==> config.mk <==
export PLATFORM = sky130hd
export DESIGN_NAME = nvm_access_ctrl
export DESIGN_NICKNAME = d
export VERILOG_FILES = /design/src/inc/nvm_ctrl_pkg.sv /design/src/rtl/nvm_stall_timer.sv /design/src/rtl/nvm_byte_array.sv /design/src/rtl/nvm_access_ctrl.sv
export VERILOG_INCLUDE_DIRS = /design/src /design/src/inc
export SDC_FILE = /design/constraint.sdc
export NUM_CORES = 2
export LEC_CHECK = 0
export BUFFER_PORTS_ARGS = -buffer_cell sky130_fd_sc_hd__buf_2
export CORE_UTILIZATION = 35
export CTS_CLUSTER_SIZE = 24
export DETAILED_ROUTE_END_ITERATION = 8
export GPL_TIMING_DRIVEN = 0
export SLEW_MARGIN = 20
export SYNTH_ARGS = -nofsm -noshare
export SYNTH_HDL_FRONTEND = slang
export SYNTH_SLANG_ARGS = --single-unit
==> constraint.sdc <==
create_clock -name i_clk -period 10 [get_ports i_clk]
set_input_delay 0.5 -clock i_clk [delete_from_list [all_inputs] [get_ports i_clk]]
set_output_delay 0.5 -clock i_clk [all_outputs]
set_load 0.02 [all_outputs]
==> src/inc/nvm_ctrl_defs.svh <==
// Register offsets, field positions, reset values and timing counts of the NVM controller.
`ifndef NVM_CTRL_DEFS_SVH
`define NVM_CTRL_DEFS_SVH
`define NVM_OFS_ADDR_HIGH 2'h0
`define NVM_OFS_ADDR_LOW 2'h1
`define NVM_OFS_DATA 2'h2
`define NVM_OFS_CONTROL 2'h3
`define NVM_BIT_READ_STROBE 0
`define NVM_BIT_PROG_GO_BUSY 1
`define NVM_BIT_MASTER_PROG_ARM 2
`define NVM_BIT_READY_IRQ_ENABLE 3
`define NVM_BIT_PROG_MODE_LO 4
`define NVM_BIT_PROG_MODE_HI 5
`define NVM_MODE_RESET 2'h0
`define NVM_CLK_HZ 20000000
`define NVM_T_ATOMIC_US 3400
`define NVM_T_SPLIT_US 1800
`define NVM_ARM_CYCLES 4
`define NVM_PROG_STALL_CYCLES 2
`define NVM_READ_STALL_CYCLES 4
`endif

==> src/inc/nvm_ctrl_pkg.sv <==
// Types shared by the NVM controller modules.
package nvm_ctrl_pkg;
  typedef enum logic [1:0] {
    mode_atomic = 2'b00,
    mode_erase = 2'b01,
    mode_write = 2'b10,
    mode_reserved = 2'b11
  } prog_mode_t;
  typedef enum logic [1:0] {
    st_idle = 2'b00,
    st_prog = 2'b01
  } prog_state_t;
endpackage

==> src/rtl/nvm_stall_timer.sv <==
// Down-counter that holds the CPU stall request for a loaded number of cycles.
`timescale 1ns/1ps
`default_nettype none
module nvm_stall_timer #(
  parameter int W = 3
) (
  // Clock and reset
  input wire logic i_clk,
  input wire logic i_rstn,
  // Load request
  input wire logic i_load,
  input wire logic [W-1:0] i_count,
  // Stall output
  output logic o_stall
);
  logic [W-1:0] count;
  logic [W-1:0] next_count;
  if (W < 1)
  begin : g_bad_w
    $error("W must be at least 1");
  end
  always_comb
  begin
    next_count = count;
    if (i_load)
    begin
      next_count = i_count;
    end
    else if (count != '0)
    begin
      next_count = count - W'(1);
    end
  end
  always_ff @(posedge i_clk or negedge i_rstn)
  begin
    if (!i_rstn)
    begin
      count <= '0;
    end
    else
    begin
      count <= next_count;
    end
  end
  assign o_stall = (count != '0);
endmodule
`default_nettype wire

==> src/rtl/nvm_byte_array.sv <==
// Byte storage array standing in for the nonvolatile cells, with erase and write.
`timescale 1ns/1ps
`default_nettype none
module nvm_byte_array #(
  parameter int AW = 9
) (
  // Clock
  input wire logic i_clk,
  // Access
  input wire logic [AW-1:0] i_addr,
  input wire logic i_erase,
  input wire logic i_write,
  input wire logic [7:0] i_wdata,
  output logic [7:0] o_rdata
);
  logic [7:0] mem [0:(1<<AW)-1];
  if (AW < 1 || AW > 16)
  begin : g_bad_aw
    $error("AW must lie between 1 and 16");
  end
  // Erased cells read all ones; a write-only clears bits, as real cells do.
  always_ff @(posedge i_clk)
  begin
    if (i_erase && i_write)
    begin
      mem[i_addr] <= i_wdata;
    end
    else if (i_erase)
    begin
      mem[i_addr] <= 8'hff;
    end
    else if (i_write)
    begin
      mem[i_addr] <= mem[i_addr] & i_wdata;
    end
  end
  assign o_rdata = mem[i_addr];
endmodule
`default_nettype wire

==> src/rtl/nvm_access_ctrl.sv <==
// Register-level access controller for the on-chip data NVM.
// What this block does
// - Reserved upper bits of high address and control registers read zero.
// - Bytes addressed linearly from zero to size minus one, 256 or 512.
// - Address bits beyond the memory size are read-only and read zero.
// - Data register holds write byte, and fetched byte after a read strobe.
// - Mode 00 atomic 3.4 ms, 01 erase 1.8 ms, 10 write 1.8 ms, 11 reserved.
// - Mode writes are ignored while the busy flag is set.
// - System reset returns mode to 00 unless programming is in progress.
// - Ready interrupt requested when enabled, global enable set, memory ready.
// - Hardware clears master arm four cycles after software sets it.
// - Program go starts programming only within four cycles of arming.
// - CPU stalled two cycles after program go is set.
// - Busy flag stays set for the programming time, then clears.
// - Running programming blocks software flash, fuse and lock programming.
// - Read strobe fetches byte at once and stalls CPU four cycles, two if an armed program go comes with it.
// - No reads and no address changes while programming runs.
// - Started programming runs to completion even across system reset.
`timescale 1ns/1ps
`default_nettype none
`include "nvm_ctrl_defs.svh"
module nvm_access_ctrl #(
  parameter int ADDR_BITS = 9,
  parameter int ATOMIC_CYCLES = (`NVM_T_ATOMIC_US * (`NVM_CLK_HZ / 1000000)),
  parameter int SPLIT_CYCLES = (`NVM_T_SPLIT_US * (`NVM_CLK_HZ / 1000000))
) (
  // Clock and resets; i_por_rstn is power-on only, i_rstn is system reset
  input wire logic i_clk,
  input wire logic i_rstn,
  input wire logic i_por_rstn,
  // Register port
  input wire logic [1:0] i_addr,
  input wire logic [7:0] i_wdata,
  input wire logic i_wr,
  input wire logic i_rd,
  output logic [7:0] o_rdata,
  // Core side
  input wire logic i_global_irq_enable,
  output logic o_ready_irq,
  output logic o_cpu_stall,
  output logic o_block_self_prog
);
  localparam int CW = 18;

  // The program counter is CW bits wide, so cycle counts that do not fit it are rejected with an error at elaboration.
  if (ADDR_BITS != 8 && ADDR_BITS != 9)
  begin : g_bad_addr_bits
    $error("ADDR_BITS must be 8 or 9");
  end
  if (ATOMIC_CYCLES < 1 || ATOMIC_CYCLES >= (1 << CW) || SPLIT_CYCLES < 1 ||
    SPLIT_CYCLES >= (1 << CW))
  begin : g_bad_cycles
    $error("program cycle counts must fit the program counter");
  end

  // Programming state lives on the power-on reset so a system reset cannot abort it.
  nvm_ctrl_pkg::prog_state_t state;
  nvm_ctrl_pkg::prog_state_t next_state;
  logic [CW-1:0] prog_cnt;
  logic [CW-1:0] next_prog_cnt;
  logic [1:0] mode;
  logic [1:0] next_mode;
  logic prog_erase;
  logic prog_write;
  logic next_prog_erase;
  logic next_prog_write;
  logic [ADDR_BITS-1:0] prog_addr;
  logic [ADDR_BITS-1:0] next_prog_addr;
  logic [7:0] prog_data;
  logic [7:0] next_prog_data;

  // Software-visible state on the system reset.
  logic [8:0] addr;
  logic [8:0] next_addr;
  logic [7:0] data;
  logic [7:0] next_data;
  logic irq_en;
  logic next_irq_en;
  logic [2:0] arm_cnt;
  logic [2:0] next_arm_cnt;
  logic [7:0] rdata;
  logic [7:0] next_rdata;

  logic busy;
  logic wr_ctrl;
  logic go_req;
  logic start;
  logic read_req;
  logic [7:0] cell_rdata;
  logic [8:0] addr_mask;
  logic mem_erase;
  logic mem_write;
  logic [ADDR_BITS-1:0] cell_addr;

  assign busy = (state == nvm_ctrl_pkg::st_prog);
  assign addr_mask = (ADDR_BITS == 9) ? 9'h1ff : 9'h0ff;
  assign wr_ctrl = i_wr && (i_addr == `NVM_OFS_CONTROL);
  assign go_req = wr_ctrl && i_wdata[`NVM_BIT_PROG_GO_BUSY];
  assign start = go_req && !busy && (arm_cnt != 3'h0);
  assign read_req = wr_ctrl && i_wdata[`NVM_BIT_READ_STROBE] && !busy;
  assign mem_erase = busy && (prog_cnt == CW'(1)) && prog_erase;
  assign mem_write = busy && (prog_cnt == CW'(1)) && prog_write;
  assign cell_addr = busy ? prog_addr : addr[ADDR_BITS-1:0];

  nvm_byte_array #(
    .AW(ADDR_BITS)
  ) u_array (
    .i_clk(i_clk),
    .i_addr(cell_addr),
    .i_erase(mem_erase),
    .i_write(mem_write),
    .i_wdata(prog_data),
    .o_rdata(cell_rdata)
  );

  // Programming engine.
  always_comb
  begin
    next_state = state;
    next_prog_cnt = prog_cnt;
    next_mode = mode;
    next_prog_erase = prog_erase;
    next_prog_write = prog_write;
    next_prog_addr = prog_addr;
    next_prog_data = prog_data;
    unique case (state)
      nvm_ctrl_pkg::st_idle:
      begin
        if (wr_ctrl)
        begin
          next_mode = i_wdata[`NVM_BIT_PROG_MODE_HI:`NVM_BIT_PROG_MODE_LO];
        end
        if (start)
        begin
          // Target and byte are captured so that a system reset, which clears the
          // software registers, cannot redirect a burn that is already under way.
          next_prog_erase = (mode != 2'(nvm_ctrl_pkg::mode_write));
          next_prog_write = (mode != 2'(nvm_ctrl_pkg::mode_erase));
          next_prog_addr = addr[ADDR_BITS-1:0];
          next_prog_data = data;
        end
        if (start && mode != 2'(nvm_ctrl_pkg::mode_reserved))
        begin
          next_state = nvm_ctrl_pkg::st_prog;
          next_prog_cnt = (mode == 2'(nvm_ctrl_pkg::mode_atomic)) ?
            CW'(ATOMIC_CYCLES) : CW'(SPLIT_CYCLES);
        end
      end
      nvm_ctrl_pkg::st_prog:
      begin
        // Mode writes dropped while busy.
        next_prog_cnt = prog_cnt - CW'(1);
        if (prog_cnt == CW'(1))
        begin
          next_state = nvm_ctrl_pkg::st_idle;
        end
      end
    endcase
    // System reset clears mode only when idle; busy work survives it.
    if (!i_rstn && !busy)
    begin
      next_mode = `NVM_MODE_RESET;
    end
  end

  always_ff @(posedge i_clk or negedge i_por_rstn)
  begin
    if (!i_por_rstn)
    begin
      state <= nvm_ctrl_pkg::st_idle;
      prog_cnt <= '0;
      mode <= `NVM_MODE_RESET;
      prog_erase <= 1'b0;
      prog_write <= 1'b0;
      prog_addr <= '0;
      prog_data <= 8'h00;
    end
    else
    begin
      state <= next_state;
      prog_cnt <= next_prog_cnt;
      mode <= next_mode;
      prog_erase <= next_prog_erase;
      prog_write <= next_prog_write;
      prog_addr <= next_prog_addr;
      prog_data <= next_prog_data;
    end
  end

  // Registers and arming window.
  always_comb
  begin
    next_addr = addr;
    next_data = data;
    next_irq_en = irq_en;
    next_arm_cnt = arm_cnt;
    next_rdata = 8'h00;
    if (arm_cnt != 3'h0)
    begin
      next_arm_cnt = arm_cnt - 3'h1;
    end
    if (i_wr && !busy && i_addr == `NVM_OFS_ADDR_HIGH)
    begin
      next_addr = {i_wdata[0], addr[7:0]} & addr_mask;
    end
    if (i_wr && !busy && i_addr == `NVM_OFS_ADDR_LOW)
    begin
      next_addr = {addr[8], i_wdata} & addr_mask;
    end
    if (i_wr && i_addr == `NVM_OFS_DATA)
    begin
      next_data = i_wdata;
    end
    if (wr_ctrl)
    begin
      next_irq_en = i_wdata[`NVM_BIT_READY_IRQ_ENABLE];
      if (i_wdata[`NVM_BIT_MASTER_PROG_ARM])
      begin
        next_arm_cnt = 3'(`NVM_ARM_CYCLES);
      end
      if (start)
      begin
        next_arm_cnt = 3'h0;
      end
    end
    if (read_req)
    begin
      next_data = cell_rdata;
    end
    if (i_rd)
    begin
      unique case (i_addr)
        `NVM_OFS_ADDR_HIGH: next_rdata = {7'h00, addr[8]};
        `NVM_OFS_ADDR_LOW: next_rdata = addr[7:0];
        `NVM_OFS_DATA: next_rdata = data;
        `NVM_OFS_CONTROL: next_rdata = {2'b00, mode, irq_en, (arm_cnt != 3'h0), busy,
          1'b0};
      endcase
    end
  end

  always_ff @(posedge i_clk or negedge i_rstn)
  begin
    if (!i_rstn)
    begin
      addr <= 9'h000;
      data <= 8'h00;
      irq_en <= 1'b0;
      arm_cnt <= 3'h0;
      rdata <= 8'h00;
    end
    else
    begin
      addr <= next_addr;
      data <= next_data;
      irq_en <= next_irq_en;
      arm_cnt <= next_arm_cnt;
      rdata <= next_rdata;
    end
  end

  nvm_stall_timer #(
    .W(3)
  ) u_stall (
    .i_clk(i_clk),
    .i_rstn(i_rstn),
    .i_load(start || read_req),
    .i_count(start ? 3'(`NVM_PROG_STALL_CYCLES) : 3'(`NVM_READ_STALL_CYCLES)),
    .o_stall(o_cpu_stall)
  );

  assign o_rdata = rdata;
  assign o_ready_irq = irq_en && i_global_irq_enable && !busy;
  assign o_block_self_prog = busy;

  a_arm_expires: assert property (@(posedge i_clk) disable iff (!i_rstn)
    (wr_ctrl && i_wdata[`NVM_BIT_MASTER_PROG_ARM] && !start) ##1 (!wr_ctrl) [*4] |->
    (arm_cnt == 3'h1) ##1 (arm_cnt == 3'h0))
    else $error("master arm not cleared after four cycles");
  a_go_needs_arm: assert property (@(posedge i_clk) disable iff (!i_por_rstn)
    (go_req && arm_cnt == 3'h0 && !busy) |=> !busy)
    else $error("programming started without arming");
  a_prog_stall: assert property (@(posedge i_clk) disable iff (!i_rstn)
    (start) |=> o_cpu_stall [*2] ##1 !o_cpu_stall)
    else $error("program stall not two cycles");
  a_read_stall: assert property (@(posedge i_clk) disable iff (!i_rstn)
    (read_req && !start) |=> o_cpu_stall [*4] ##1 !o_cpu_stall)
    else $error("read stall not four cycles");
  a_read_data: assert property (@(posedge i_clk) disable iff (!i_rstn)
    read_req |=> data == $past(cell_rdata))
    else $error("read strobe did not load data");
  a_mode_frozen: assert property (@(posedge i_clk) disable iff (!i_por_rstn)
    (busy && $past(busy)) |-> $stable(mode))
    else $error("mode changed while busy");
  a_addr_frozen: assert property (@(posedge i_clk) disable iff (!i_rstn)
    (busy && i_wr && i_addr != `NVM_OFS_DATA && i_addr != `NVM_OFS_CONTROL)
    |=> $stable(addr))
    else $error("address changed while busy");
  a_irq_level: assert property (@(posedge i_clk) disable iff (!i_rstn)
    busy |-> !o_ready_irq)
    else $error("ready interrupt while busy");
  a_busy_set: assert property (@(posedge i_clk) disable iff (!i_por_rstn)
    (start && mode != 2'b11) |=> busy [*8])
    else $error("busy dropped early");
endmodule
`default_nettype wire

==> results_dict.tcl <==
set metrics [dict create \
    cts_tree "built" \
    syn_nets 9072 \
    register_area_um2 125000 \
    clock_skew_ns 0.0937 \
    hp_class "in2reg" \
    unrepaired_setup_endpoints_after_global_routing "no" \
    synth_edf_count 4096 \
    gr-total-overflow 0 \
    routabilityCongestion 0.981 \
    synth.area.top_cells "sky130_fd_sc_hd__edfxtp_1 76%, sky130_fd_sc_hd__mux4_2 8.1%, sky130_fd_sc_hd__mux2i_1 2.6%" \
    cp.required_ns 10.76 \
    worstPathCellList "buf_6 > buf_2 > nand3b_1 > and2_1 > buf_2 > buf_2 > buf_1 > nor2_1 > nor4_1 > o22ai_1 > o21ai_0 > nand4_1 > nor3_2 > o21ba_4 > buf_12 > buf_16 > buf_12 > buf_16" \
    cts_root_buffer "sky130_fd_sc_hd__clkbuf_16" \
    wl_per_cell_um 39.6 \
    ys.warnings.count 0 \
    critical_path_buf_inv_count 9 \
    crit_path_end_kind "flip-flop" \
    status "finished, violations left" \
    ant_nets 0 \
    avgSynthCellArea_um2 17.9 \
    cts.repair.resized 0 \
    rr_worst_depth 18 \
    critPathSlowestCell "sky130_fd_sc_hd__o21ai_0" \
    cts_max_path_buffers 4 \
    port_buffers 26 \
    timing.setup.critical_path_class "reg2reg" \
    finalMaxSlewViolations 0 \
    power.leakage_nw 49.3 \
    period_utilisation_layout 0.974 \
    timing.critical_path.max_delay_family "simple AND/OR/NAND/NOR gates" \
    syn_inst 9049 \
    wire_length_of_the_first_global_routing_pass_um 840000 \
    final_nets 9693 \
    die_area_um2 466000 \
    timing.critical_path.from "state[0]" \
    multi_input_comb_area_um2 34400 \
    cts_setup_buffers 0 \
    post_route_cells_drive_above_1_share 0.193 \
    maxSlewHeadroom 0.0666 \
    ios 27 \
    drc_errors 1 \
    path_common_cell "sky130_fd_sc_hd__buf_2" \
    initialDrtViolationCount 19900 \
    filler_cell_count 40500 \
    grt_start_max_net_pins 76 \
    drt_first_pass_iters 9 \
    crit_fanout 60 \
    h_tree_levels 5 \
    track_usage 0.268 \
    setup_viol 0 \
    fp-row-count 249 \
    stdcell_count 16200 \
    die_x_um 683 \
    core_area_um2 461000 \
    worstReg2RegStart "state[0]" \
    r2r-end "u_array.mem[4][3]" \
    arrival_ns 10.50 \
    floorplan.die.height_um 683 \
    cts_inserted_buffers 407 \
    asyncSetResetFlopFracSynth 0.0173 \
    synthesis.area_um2 162000 \
    clkSinkCount 4168 \
    failed_checks "design-rule violations" \
    final.min_clock_period_ns 9.74 \
    max_stage_delay_ns 1.02 \
    area.growth.synth_to_final_pct 16.2 \
    setup.worst_path.end "u_array.mem[4][3]" \
    path_depth 18 \
    finalCoreUtilization 0.409 \
    timing_hold_violations_final 0 \
    setup_ws_ns 0.262 \
    design_power_total_w 0.0349 \
    placement.setup.worst_slack_ns 1.16 \
    timing.fmax_mhz 103 \
    grt_antenna_before_repair 89 \
    power.density_nw_per_um2 185 \
    clkTransAtPathRegs_ns 0.06 \
    place_inst 15400 \
    routed_wirelength_um 643000 \
    cp-start-kind "flip-flop" \
    seq_area_frac_synth 0.769 \
    first_global_vias 93500 \
    route.detailed.vias_per_inst 6.18 \
    ys_types 65 \
    synth_seq_cells 4168 \
    vdd.ir_drop.worst_mv 0.179 \
    start_util 0.352 \
    worstMarginPinSlew_ns 1.40 \
    routed-via-count 100000 \
    hpwlAfterDp_um 452000 \
    worst_skew_pair.late_latency_ns 1.03 \
    most_area_hungry_cell_type_in_the_yosys_netlist "sky130_fd_sc_hd__edfxtp_1" \
    synthFlopType "sky130_fd_sc_hd__edfxtp_1" \
    setup_total_negative_slack_ns 0 \
    cap_viol_max_count 0 \
    synth_largest_type_area_fraction 0.758 \
    internal_reg_to_reg_setup_slack_ns 0.26 \
]
-- registers in the layout, summed over array words and instances, names as in the netlist --
signal and flops:
state 1, irq_en 1, o_rdata 8, addr 9
prog_data 8, u_stall.count 3, prog_erase 1, arm_cnt 3
prog_addr 9, data 8, prog_write 1, prog_cnt 18
u_array.mem 4096, mode 2
-- power breakdown --
group / switching [W] / internal (W) / total, W
combinational: 0.0000640 / 0.0000480 / 0.000112
sequential: 0.0000150 / 0.0189 / 0.0189
clock: 0.00700 / 0.00884 / 0.0158
-- cell type report --
type / instances / area share
diodes: 74 / 0.000983
plain buffers: 571 / 0.0185
multi-input cells: 4296 / 0.183
repair buffers: 212 / 0.0227
clock inverters: 272 / 0.0158
inverters: 14 / 0.000279
flip-flops and latches: 4168 / 0.662
well taps: 6149 / 0.0408
clock buffers: 490 / 0.0561
-- cells by family after synthesis --
family	synth area share
flip-flops	0.769
AND/OR/NAND/NOR	0.0628
multiplexers	0.109
AO/OA/AOI/OAI	0.0368
buffers and inverters	0.0208
adder cells (fa/ha/maj)	0.000540
XOR/XNOR	0.000162
-- cells in the mapped netlist (all sizes together), types with 3 or more instances --
library cell / number
edfxtp: 4096
nor2: 1112
nand2: 1040
mux4: 583
mux2i: 422
a32oi: 401
buf: 325
clkbuf: 246
nor4: 145
o22ai: 87
dfrtp: 72
a41oi: 53
nand3: 49
o21ai: 45
a21oi: 39
nand4: 38
mux2: 35
nor3: 33
a31oi: 32
and3: 30
inv: 14
o31ai: 14
a311oi: 13
nor2b: 13
a221oi: 12
a32o: 9
a21o: 8
a22oi: 8
and2: 8
o21ba: 8
ha: 7
o41ai: 7
a22o: 6
nand3b: 5
or4: 5
nand2b: 4
or3: 4
or3b: 3
-- routing by layer --
layer	GRT usage	up-vias	wire length, um
met3	0.112	2029	101000
met4	0.192	38	55400
met5	0.000928	-	389
met1	0.328	51600	215000
li1	-	37300	-
met2	0.382	9340	270000
-- worst register-to-register path, delay by kind of cell, from the launching register on --
family                 cells  cell delay (ns)
AND/OR/NAND/NOR            6             3.60
buffers and inverters      9             3.52
AO/OA/AOI/OAI              3             1.82
flip-flops                 1             0.46
-- repair_timing --
item	CTS	global route
hold endpoints to repair	105	0
hold buffers	13	0
setup endpoints to repair	0	0
-- how the worst min path moves through the flow --
stage | from | endpoint | slack (ns) | cells past startpoint
floorplan | i_rstn | addr[0] | 0.20 | 0
global route | i_addr[1] | addr[4] | 0.03 | 3
finish | i_addr[1] | addr[5] | 0.02 | 3
global placement | prog_cnt[14] | prog_cnt[14] | 0.45 | 1
detailed placement | prog_cnt[11] | prog_cnt[11] | 0.47 | 1
CTS | i_addr[1] | irq_en | 0.03 | 3
-- placed cells by master (no fill, tap or decap), types with 22 or more instances in the layout --
cell / synthesis / final
sky130_fd_sc_hd__clkinv_1: 0 / 97
sky130_fd_sc_hd__buf_12: 13 / 85
sky130_fd_sc_hd__clkbuf_1: 246 / 202
sky130_fd_sc_hd__nand4_1: 38 / 38
sky130_fd_sc_hd__bufinv_16: 0 / 48
sky130_fd_sc_hd__o21ai_0: 44 / 42
sky130_fd_sc_hd__a32oi_1: 401 / 401
sky130_fd_sc_hd__mux2_2: 34 / 34
sky130_fd_sc_hd__a21oi_1: 37 / 35
sky130_fd_sc_hd__clkbuf_16: 0 / 409
sky130_fd_sc_hd__diode_2: 0 / 74
sky130_fd_sc_hd__mux4_2: 581 / 581
sky130_fd_sc_hd__clkinvlp_4: 0 / 27
sky130_fd_sc_hd__clkinv_2: 0 / 64
sky130_fd_sc_hd__dfrtp_1: 72 / 72
sky130_fd_sc_hd__nor3_1: 28 / 22
sky130_fd_sc_hd__o22ai_1: 87 / 76
sky130_fd_sc_hd__edfxtp_1: 4096 / 4096
sky130_fd_sc_hd__clkbuf_2: 0 / 122
sky130_fd_sc_hd__buf_4: 63 / 66
sky130_fd_sc_hd__buf_6: 51 / 54
sky130_fd_sc_hd__and3_1: 30 / 30
sky130_fd_sc_hd__nor2_2: 1 / 47
sky130_fd_sc_hd__buf_16: 0 / 89
sky130_fd_sc_hd__nor4_1: 145 / 140
sky130_fd_sc_hd__nand2_1: 1040 / 1040
sky130_fd_sc_hd__a31oi_1: 32 / 32
sky130_fd_sc_hd__a41oi_1: 53 / 53
sky130_fd_sc_hd__nand3_1: 49 / 49
sky130_fd_sc_hd__nor2_1: 1111 / 1064
sky130_fd_sc_hd__mux2i_1: 422 / 419
sky130_fd_sc_hd__buf_2: 158 / 196
-- through the flow --
| stage | area (um2) | hold WS (ns) |
|---|---|---|
| final | 188000 | 0.0247 |
| after global routing | 188000 | 0.0289 |
| after CTS | 188000 | 0.0302 |
| after detailed placement | 174000 | 0.465 |
| after global placement | 170000 | 0.455 |
| after floorplan | 162000 | 0.204 |
No activity file was read; power rests on OpenSTA's default activity.
